<file path="config.mk">
export PLATFORM = sky130hd
export DESIGN_NAME = tsfr_readout
export DESIGN_NICKNAME = d
export VERILOG_FILES = /design/src/verilog/tsfr_pkg.sv /design/src/verilog/tsfr_readout.sv
export VERILOG_INCLUDE_DIRS = /design/src /design/src/verilog
export SDC_FILE = /design/constraint.sdc
export NUM_CORES = 1
export LEC_CHECK = 0
export BUFFER_PORTS_ARGS = -buffer_cell sky130_fd_sc_hd__buf_2
export CAP_MARGIN = 20
export CORE_MARGIN = 10
export CORE_UTILIZATION = 36
export CTS_CLUSTER_DIAMETER = 120
export DETAILED_ROUTE_END_ITERATION = 7
export SLEW_MARGIN = 10
export SYNTH_ARGS = -nofsm -noshare
export SYNTH_HDL_FRONTEND = slang
export SYNTH_SLANG_ARGS = --single-unit
</file>
<file path="constraint.sdc">
create_clock -name sys_clk -period 2.2 [get_ports sys_clk]
set_clock_uncertainty 0.15 [all_clocks]
set_input_delay 0.22 -clock sys_clk [delete_from_list [all_inputs] [get_ports sys_clk]]
set_output_delay 0.22 -clock sys_clk [all_outputs]
set_load 0.05 [all_outputs]
</file>
<file path="src/verilog/tsfr_map.svh">
/*
 * constants for the thermal swipe sensor frame readout: frame geometry,
 * dummy column patterns, pipeline depth and timing counts.
 * assumes a 25 MHz sys_clk that samples the host pins.
 */
// Overview of operation
// host pulses reset, then four fill clocks
// host discards the first frame
// frames follow each other without reset
// 281 columns, 1124 clocks per frame
// host holds reset low while reading
// take clock on fall, update on rise
// each clock gives one two-pixel byte
// data driven only while enable low
// continuous stream, no command protocol
// host avoids enabling in quiet interval
// video leads digital nibble by one clock
// upper-left first, odd/even rows split per nibble
// nibble bit 3 is msb
// dummy bytes one and two fixed pattern
// dummy byte three even nibble is thermometer
// thermometer steps 1.4 K around code 8
// host treats codes 0 and 15 saturated
// host heats until code rises two
// host keeps frame period constant
// host enters nap via reset and clock stop
// host checks dummy pattern modulo 1124
`ifndef TSFR_MAP_SVH
`define TSFR_MAP_SVH

// ----------------------------------------
// frame geometry
// ----------------------------------------
`define TSFR_COLUMNS        281
`define TSFR_BYTES_PER_COL  4
`define TSFR_FRAME_CLOCKS   1124
`define TSFR_PIPE_FILL      4

// ----------------------------------------
// dummy column patterns
// ----------------------------------------
`define TSFR_SYNC_ODD       4'he
`define TSFR_SYNC_EVEN      4'h0
`define TSFR_THERMO_ZERO    4'h8

// ----------------------------------------
// timing
// ----------------------------------------
`define TSFR_CLK_PERIOD_NS  40
`define TSFR_QUIET_NS       100

`endif

</file>
<file path="src/verilog/tsfr_pkg.sv">
/*
 * types for the thermal swipe sensor frame readout.
 * assumes tsfr_map.svh supplies the numeric constants.
 */
`default_nettype none

package tsfr_pkg;

    typedef struct packed {
        logic [3:0] odd_pixel_nibble;
        logic [3:0] even_pixel_nibble;
    } tsfr_byte_t;

    typedef enum logic [1:0] {
        TSFR_IDLE,
        TSFR_FILL,
        TSFR_STREAM
    } tsfr_state_t;

endpackage

`default_nettype wire

</file>
<file path="src/verilog/tsfr_readout.sv">
/*
 * digital frame readout of a thermal swipe sensor, 8 x 280 pixels.
 * pixel clock, reset and output enable come from a host on pins and are
 * sampled on sys_clk through three flip-flops; pixel values arrive from the
 * converter array on pix_odd / pix_even one sys_clk after pix_col/pix_pair.
 */
`timescale 1ns/1ps
`include "tsfr_map.svh"
`default_nettype none

module tsfr_readout #(
    parameter int COLUMNS     = `TSFR_COLUMNS,
    parameter int FRAME_CLKS  = `TSFR_FRAME_CLOCKS,
    parameter int PIPE_FILL   = `TSFR_PIPE_FILL
) (
    input  wire logic              sys_clk,
    input  wire logic              rst_n,
    input  wire logic              pclk_pin,
    input  wire logic              sensor_rst_pin,
    input  wire logic              out_en_n_pin,
    input  wire logic [3:0]        pix_odd,
    input  wire logic [3:0]        pix_even,
    input  wire logic [3:0]        thermo_code,
    input  wire logic [3:0]        info_code,
    output logic [8:0]             pix_col,
    output logic [1:0]             pix_pair,
    output logic [3:0]             odd_video_out,
    output logic [3:0]             even_video_out,
    output logic [7:0]             data_out,
    output logic [7:0]             data_oe,
    output logic                   frame_start
);

    // ----------------------------------------
    // pin synchronisers
    // ----------------------------------------
    logic [2:0] pclk_sync_q, pclk_sync_d;
    logic [2:0] rst_sync_q,  rst_sync_d;
    logic [2:0] oe_sync_q,   oe_sync_d;
    logic       pclk_lvl_q,  pclk_lvl_d;
    logic       rst_lvl_q,   rst_lvl_d;
    logic       oe_n_lvl_q,  oe_n_lvl_d;

    always_comb begin
        pclk_sync_d = {pclk_sync_q[1:0], pclk_pin};
        rst_sync_d  = {rst_sync_q[1:0], sensor_rst_pin};
        oe_sync_d   = {oe_sync_q[1:0], out_en_n_pin};
        pclk_lvl_d  = (pclk_sync_q[1] == pclk_sync_q[2]) ? pclk_sync_q[2] : pclk_lvl_q;
        rst_lvl_d   = (rst_sync_q[1] == rst_sync_q[2]) ? rst_sync_q[2] : rst_lvl_q;
        oe_n_lvl_d  = (oe_sync_q[1] == oe_sync_q[2]) ? oe_sync_q[2] : oe_n_lvl_q;
    end

    always_ff @(posedge sys_clk or negedge rst_n) begin
        if (!rst_n) begin
            pclk_sync_q <= 3'h0;
            rst_sync_q  <= 3'h0;
            oe_sync_q   <= 3'h7;
            pclk_lvl_q  <= 1'b0;
            rst_lvl_q   <= 1'b0;
            oe_n_lvl_q  <= 1'b1;
        end else begin
            pclk_sync_q <= pclk_sync_d;
            rst_sync_q  <= rst_sync_d;
            oe_sync_q   <= oe_sync_d;
            pclk_lvl_q  <= pclk_lvl_d;
            rst_lvl_q   <= rst_lvl_d;
            oe_n_lvl_q  <= oe_n_lvl_d;
        end
    end

    logic pclk_fall;
    logic pclk_rise;
    assign pclk_fall = pclk_lvl_q & ~pclk_lvl_d;
    assign pclk_rise = ~pclk_lvl_q & pclk_lvl_d;

    // ----------------------------------------
    // sequencer: position counters
    // ----------------------------------------
    tsfr_pkg::tsfr_state_t state_q, state_d;
    logic [8:0]  col_q,   col_d;
    logic [1:0]  pair_q,  pair_d;
    logic [2:0]  fill_q,  fill_d;
    logic        taken_q, taken_d;

    always_comb begin
        state_d = state_q;
        col_d   = col_q;
        pair_d  = pair_q;
        fill_d  = fill_q;
        taken_d = taken_q;
        if (rst_lvl_q) begin
            // reset pin restarts the pipeline
            state_d = tsfr_pkg::TSFR_IDLE;
            col_d   = 9'h0;
            pair_d  = 2'h0;
            fill_d  = 3'h0;
            taken_d = 1'b0;
        end else if (pclk_fall) begin
            // clock taken on falling edge
            taken_d = 1'b1;
            case (state_q)
                tsfr_pkg::TSFR_IDLE: begin
                    state_d = tsfr_pkg::TSFR_FILL;
                    fill_d  = 3'h1;
                end
                tsfr_pkg::TSFR_FILL: begin
                    fill_d = fill_q + 3'h1;
                    if (fill_q == 3'(PIPE_FILL - 1)) begin
                        state_d = tsfr_pkg::TSFR_STREAM;
                    end
                end
                tsfr_pkg::TSFR_STREAM: begin
                    // four bytes per column, 281 columns
                    pair_d = pair_q + 2'h1;
                    if (pair_q == 2'h3) begin
                        // wrap into next frame, no reset needed
                        col_d = (col_q == 9'(COLUMNS - 1)) ? 9'h0 : col_q + 9'h1;
                    end
                end
                default: state_d = tsfr_pkg::TSFR_IDLE;
            endcase
        end else if (pclk_rise) begin
            taken_d = 1'b0;
        end
    end

    always_ff @(posedge sys_clk or negedge rst_n) begin
        if (!rst_n) begin
            state_q <= tsfr_pkg::TSFR_IDLE;
            col_q   <= 9'h0;
            pair_q  <= 2'h0;
            fill_q  <= 3'h0;
            taken_q <= 1'b0;
        end else begin
            state_q <= state_d;
            col_q   <= col_d;
            pair_q  <= pair_d;
            fill_q  <= fill_d;
            taken_q <= taken_d;
        end
    end

    // column and row pair address to the array
    assign pix_col  = col_q;
    assign pix_pair = pair_q;

    // ----------------------------------------
    // output byte and video
    // ----------------------------------------
    tsfr_pkg::tsfr_byte_t byte_q, byte_d;
    logic [3:0] vid_odd_q, vid_odd_d;
    logic [3:0] vid_even_q, vid_even_d;
    logic       fstart_q, fstart_d;
    logic       dummy_col;

    assign dummy_col = (col_q == 9'(COLUMNS - 1));

    always_comb begin
        byte_d     = byte_q;
        fstart_d   = 1'b0;
        // video tracks converter input, one clock ahead
        vid_odd_d  = pix_odd;
        vid_even_d = pix_even;
        if (rst_lvl_q) begin
            byte_d = '0;
        end else if (pclk_rise && state_q == tsfr_pkg::TSFR_STREAM) begin
            // data updated on rising edge
            // one two-pixel byte per clock
            byte_d.odd_pixel_nibble  = vid_odd_q;
            byte_d.even_pixel_nibble = vid_even_q;
            if (dummy_col) begin
                case (pair_q)
                    // sync pattern in dummy bytes one and two
                    2'h0, 2'h1: begin
                        byte_d.odd_pixel_nibble  = `TSFR_SYNC_ODD;
                        byte_d.even_pixel_nibble = `TSFR_SYNC_EVEN;
                    end
                    // thermometer in dummy byte three
                    // thermometer code around 8
                    2'h2: begin
                        byte_d.odd_pixel_nibble  = info_code;
                        byte_d.even_pixel_nibble = thermo_code;
                    end
                    default: begin
                        byte_d.odd_pixel_nibble  = info_code;
                        byte_d.even_pixel_nibble = info_code;
                    end
                endcase
            end
            fstart_d = (col_q == 9'h0) && (pair_q == 2'h0);
        end
    end

    always_ff @(posedge sys_clk or negedge rst_n) begin
        if (!rst_n) begin
            byte_q     <= '0;
            vid_odd_q  <= 4'h0;
            vid_even_q <= 4'h0;
            fstart_q   <= 1'b0;
        end else begin
            byte_q     <= byte_d;
            vid_odd_q  <= vid_odd_d;
            vid_even_q <= vid_even_d;
            fstart_q   <= fstart_d;
        end
    end

    assign odd_video_out  = vid_odd_q;
    assign even_video_out = vid_even_q;
    assign frame_start    = fstart_q;

    // bit 3 of each nibble is the msb
    // data streams always, no command path
    assign data_out = {byte_q.odd_pixel_nibble, byte_q.even_pixel_nibble};

    // drive only while enable is low
    assign data_oe = {8{~oe_n_lvl_q}};

    // ----------------------------------------
    // frame period counter
    // ----------------------------------------
    localparam int POS_W = $clog2(FRAME_CLKS);
    logic [POS_W-1:0] fpos_q, fpos_d;
    logic             frame_wrap;

    assign frame_wrap = pclk_fall && state_q == tsfr_pkg::TSFR_STREAM && dummy_col && pair_q == 2'h3;

    always_comb begin
        fpos_d = fpos_q;
        if (rst_lvl_q || frame_wrap) begin
            fpos_d = '0;
        end else if (pclk_fall && state_q == tsfr_pkg::TSFR_STREAM) begin
            // count clocks within one frame
            fpos_d = fpos_q + POS_W'(1);
        end
    end

    always_ff @(posedge sys_clk or negedge rst_n) begin
        if (!rst_n) begin
            fpos_q <= '0;
        end else begin
            fpos_q <= fpos_d;
        end
    end
endmodule // tsfr_readout

`default_nettype wire

</file>
# Word level (Yosys, flattened, before mapping)
# Index checks and enable logic that the tools add are counted.
# Widths: inputs -> output; s select.
[totals] reg_bits=45 inputBits=21 output_inout_bits=36 wordCells=72
[classes] n_addsub=3 eq_ne=12 mux=22 bitwise_logic=5 n_reduce_logical=15
[op_table] operator="$mux 9" count=5
[op_table] operator="$mux 8" count=3
[op_table] operator="$pmux 8 s2" count=1
[op_table] operator="$mux 2" count=6
[op_table] operator="$add 9x1->9 const B" count=1
[op_table] operator="$eq 9x9->1 const B" count=1
[op_table] operator="$logic_not 9->1" count=1
[op_table] operator="$reduce_bool 2->1" count=4
[op_table] operator="$eq 2x2->1 const B" count=3
[op_table] operator="$mux 3" count=2
[op_table] operator="$pmux 2 s3" count=1
[op_table] operator="$pmux 3 s2" count=1
[op_table] operator="$reduce_and 3->1" count=2
[op_table] operator="$eq 2x1->1 const B" count=2
[op_table] operator="$logic_not 2->1" count=2
[op_table] operator="$reduce_and 2->1" count=2
[op_table] operator="$add 3x1->3 const B" count=1
[op_table] operator="$eq 1x1->1" count=3
[op_table] operator="$eq 3x2->1 const B" count=1
[op_table] operator="$mux 1" count=3
[op_table] operator="$ne 3x3->1 const B" count=1
[op_table] operator="$not 1->1" count=3
[op_table] operator="$reduce_bool 3->1" count=1
[op_table] operator="$add 2x1->2 const B" count=1
[op_table] operator="4 further kinds" count=6

# Logic depth before layout (Yosys ltp)
[logic_depth] ltp_word=6 mapped_depth=7 mapped_depth_nobuf=6

# Worst setup path after synthesis
# Ideal clock, no wire load.
[synth_path] path_kind="reg-to-reg" from="register col_q[0] (netlist: pix_col[0])" to="register col_q[5] (netlist: pix_col[5])" setup_time_ns=0.069 t_arrival_ns=1.872 path_slack_ns=0.109 stages_incl_launch_ff=8 n_path_buf=1 period_less_slack_ns=2.091 cell_sequence="dfrtp_1 -> inv_1 -> ha_1 -> and4bb_1 -> nor4b_4 -> buf_6 -> nor2_1 -> a32o_1"
[synth_via] elab_chain_len=6 elab_cells_between_ends=7 classes_between="add/sub: 1; eq/ne: 1; mux: 5"
[synth_lines] element="start, declared" line="tsfr_readout.sv:80" source="logic [8:0] col_q, col_d;"
[synth_lines] element="start signal, assigned" line="tsfr_readout.sv:136" source="col_q <= col_d;"
[synth_lines] element="$add 9x1->9 or $eq 9x9->1 (tied branches)" line="tsfr_readout.sv:117" source="col_d = (col_q == 9'(COLUMNS - 1)) ? 9'h0 : col_q + 9'h1;"
[synth_lines] element="$mux 9 *" line="tsfr_readout.sv:117"
[synth_lines] element="$mux 9 *" line="tsfr_readout.sv:115" source="if (pair_q == 2'h3) begin"
[synth_lines] element="$mux 9 *" line="tsfr_readout.sv:101" source="case (state_q)"
[synth_lines] element="$mux 9 *" line="tsfr_readout.sv:98" source="end else if (pclk_fall) begin"
[synth_lines] element="$mux 9 *" line="tsfr_readout.sv:91" source="if (rst_lvl_q) begin"
# Mark *: on every way between the ends. The rest lies on a longest branch, timed or not. The select of a mux whose other input is x is not followed.
# A chain may end at the register's enable or synchronous reset.

# Worst setup path after layout
[layout_path] from="register col_q[0] (netlist: pix_col[0])" to="register col_q[4] (netlist: pix_col[4])"
# Same word-level chain as after synthesis.

==> run metrics <==
outcome=complete, no violations; Period minus WS final=approximately 2.0 ns; DIE HEIGHT=slightly below 100 um; Core Area=roughly 5600 sq um; DRT iter0 DRCs=52; Clock Sinks=45; Clock Latency Late Sink=about 0.30 ns; max-slew violations=0; Place WS=between 0.2 and 0.25 ns; Ports=57; Post-synth EDFFs=0; VDD IR max=around 0.23 mV; CTS buffer count=5; Setup violations, final=0; M3 GR Usage=under 10%; NumNets Final=between 200 and 300; initial core utilization=a little under two fifths; remaining antenna violation count=0; Power Total=roughly 1700 uW; count of final hold-check violations=0; syn_nets=around 220; TNS Setup=0 ns; Req. time, crit path=2.24 ns; fillers=533; Pleak=~0.0012 uW; M2 GR Usage=19.1%; Worst Hold Class=in -> reg; die area=around 9300 sq um; Crit Path Max Fanout=13; Via Count=1654; leading area contributor after synthesis=dfrtp_1; DRC viols=0; Synth Warn #=0; largest net degree at the start of global routing=18; total inserted antenna cells=0; Avg WL per Cell=~16 um; vias in the first global route=~1700; RSZ-0062 raised after global routing=false; worst rel slew slack=73.8%; TritonCTS clock tree=built; post-route cell area=around 2700 sq um; Row Count=27; PostCTS Resize Cnt=0; synthesized instance count=192; Pwr per Cell Area=about 640 nW/um^2; GR Util met1=14.6%; Final period util=90.8%; post-CTS setup buffers=0; Max Cap Violations=0; Worst Setup Path Type=reg -> reg; sequential share of the synthesized area=between 50% and 60%; Area growth, synth to finish=26.5%; top-area cell type share of the netlist area=between 40% and 50%; synth unique cells=43; placed cell area=between 2000 and 2500 sq um; Post-CTS Hold Buffers=12; Clock H-tree levels=2; HPWL after detailed placement=approximately 3900 um; clock-pin slew of the registers on the worst-case setup and hold paths=around 0.090 ns; Buffers on Ports=56; layout cell share with drive strength beyond 1=29.6%; total global routing track utilization=around an eighth; initial antenna violation count=0; synth top area cells=dfrtp_1 49%, dfstp_2 5.0%, ha_1 4.8%; Peak Freq=501 MHz; #FFs+latches synth=45; Worst Setup End Kind=flop; Final Wtd Congestion=0.819; root buffer cell=clkbuf_8; die width=just under 100 um; measured slew at the worst slew-check pin=0.393 ns; drt pass-1 iters=4; Most Crowded Layer GR=met2; WP data arrival=2.04 ns; Post-synth ARST share=100%; Final WS setup=0.202 ns; WL final=between 5000 and 6000 um; ys flop type=dfrtp_1; critical path launch point type=flop; grt total ovfl=0; Via density=~5; Syn Area/Cell=between 10 and 15 sq um; CTS max path bufs=2; mapped cell area=2100 sq um; first-pass GRT wire length=between 8000 and 9000 um
routing by layer:
layer / wire length [um] / up-vias
met4: 46 / 0
li1: - / 816
met3: 304 / 4
met2: 2680 / 42
met5: 0 / -
met1: 2220 / 792
synthesized netlist by cell type (2+ instances only):
master / n
a21oi_1: 8
a22o_1: 4
a32o_1: 4
and3_1: 5
buf_2: 2
buf_4: 7
clkbuf_1: 4
dfrtp_1: 41
dfstp_2: 4
ha_1: 8
inv_1: 7
maj3_1: 2
mux2i_1: 9
nand2_1: 19
nand3_1: 6
nand4_1: 2
nand4b_1: 2
nor2_1: 10
nor2b_1: 2
nor3_1: 4
nor3b_1: 3
o21a_1: 2
o21ai_0: 17
cell usage in the layout (no fill, tap or decap), drive strengths merged, types with 5 or more instances in the layout:
cell type	n
a21oi	8
nor2	10
nand2	19
and3	5
ha	8
o21ai	18
buf	62
dlygate4sd3	12
dfrtp	41
clkbuf	6
inv	7
mux2i	9
nand3	6
registers in the layout, indices dropped and copies added, names as in the netlist:
name	flops
pix_col	9
data_out	8
even_video_out	4
odd_video_out	4
fill_q	3
oe_sync_q	3
pclk_sync_q	3
rst_sync_q	3
pix_pair	2
state_q	2
frame_start	1
oe_n_lvl_q	1
pclk_lvl_q	1
rst_lvl_q	1
logic make-up after synthesis:
logic type / count (synthesis) / share of synthesized area, %
AO/OA/AOI/OAI: 44 / 13.7
XOR/XNOR: 1 / 0.416
AND/OR/NAND/NOR: 62 / 16.6
adder cells (fa/ha/maj): 10 / 5.71
multiplexers: 9 / 4.28
flip-flops: 45 / 53.8
buffers and inverters: 21 / 5.47
path summary, 6_finish.rpt:
| check | from | endpoint | slack (ns) | cells after the start |
|---|---|---|---|---|
| worst min register to register | pclk_sync_q[0] | pclk_sync_q[1] | 0.21 | 0 |
| max in group asynchronous | rst_n | even_video_out[0] | 1.14 | 3 |
| min in group asynchronous | rst_n | pix_col[2] | 0.22 | 2 |
| worst max-delay path | pix_col[0] | pix_col[4] | 0.20 | 7 |
| worst max register to register | pix_col[0] | pix_col[4] | 0.20 | 7 |
| worst min-delay path | thermo_code[1] | data_out[1] | 0.18 | 4 |
worst max-delay path, stage by stage (launching register included):
cell and delay [ns]:
dfrtp_1 0.42, inv_1 0.09, ha_1 0.16, and4bb_1 0.23, nor4b_4 0.19, buf_4 0.25
o21ai_0 0.12, a32o_1 0.28
metrics by stage:
step,hold slack (ns),instances,util (%)
global placement,0.0185,312,43.6
floorplan,-0.226,192,-
detailed placement,0.0236,312,43.6
CTS,0.176,332,47.7
finish,0.176,332,47.7
global route,0.209,332,47.7
final cells by class:
cell class	instances	area [sq um]	share of cell area, %
clock inverter	2	38.8	1.46
tap	72	90.1	3.39
multi-input combinational	126	857	32.2
timing repair buffer	74	445	16.7
clock buffer	6	72.6	2.73
sequential	45	1130	42.5
inverter	7	26.3	0.987
power breakdown:
part | switching (uW) | internal (uW)
logic | 147 | 61.4
clock network | 286 | 341
registers | 19.9 | 855
Note: power is estimated with default switching activity, not from simulation.
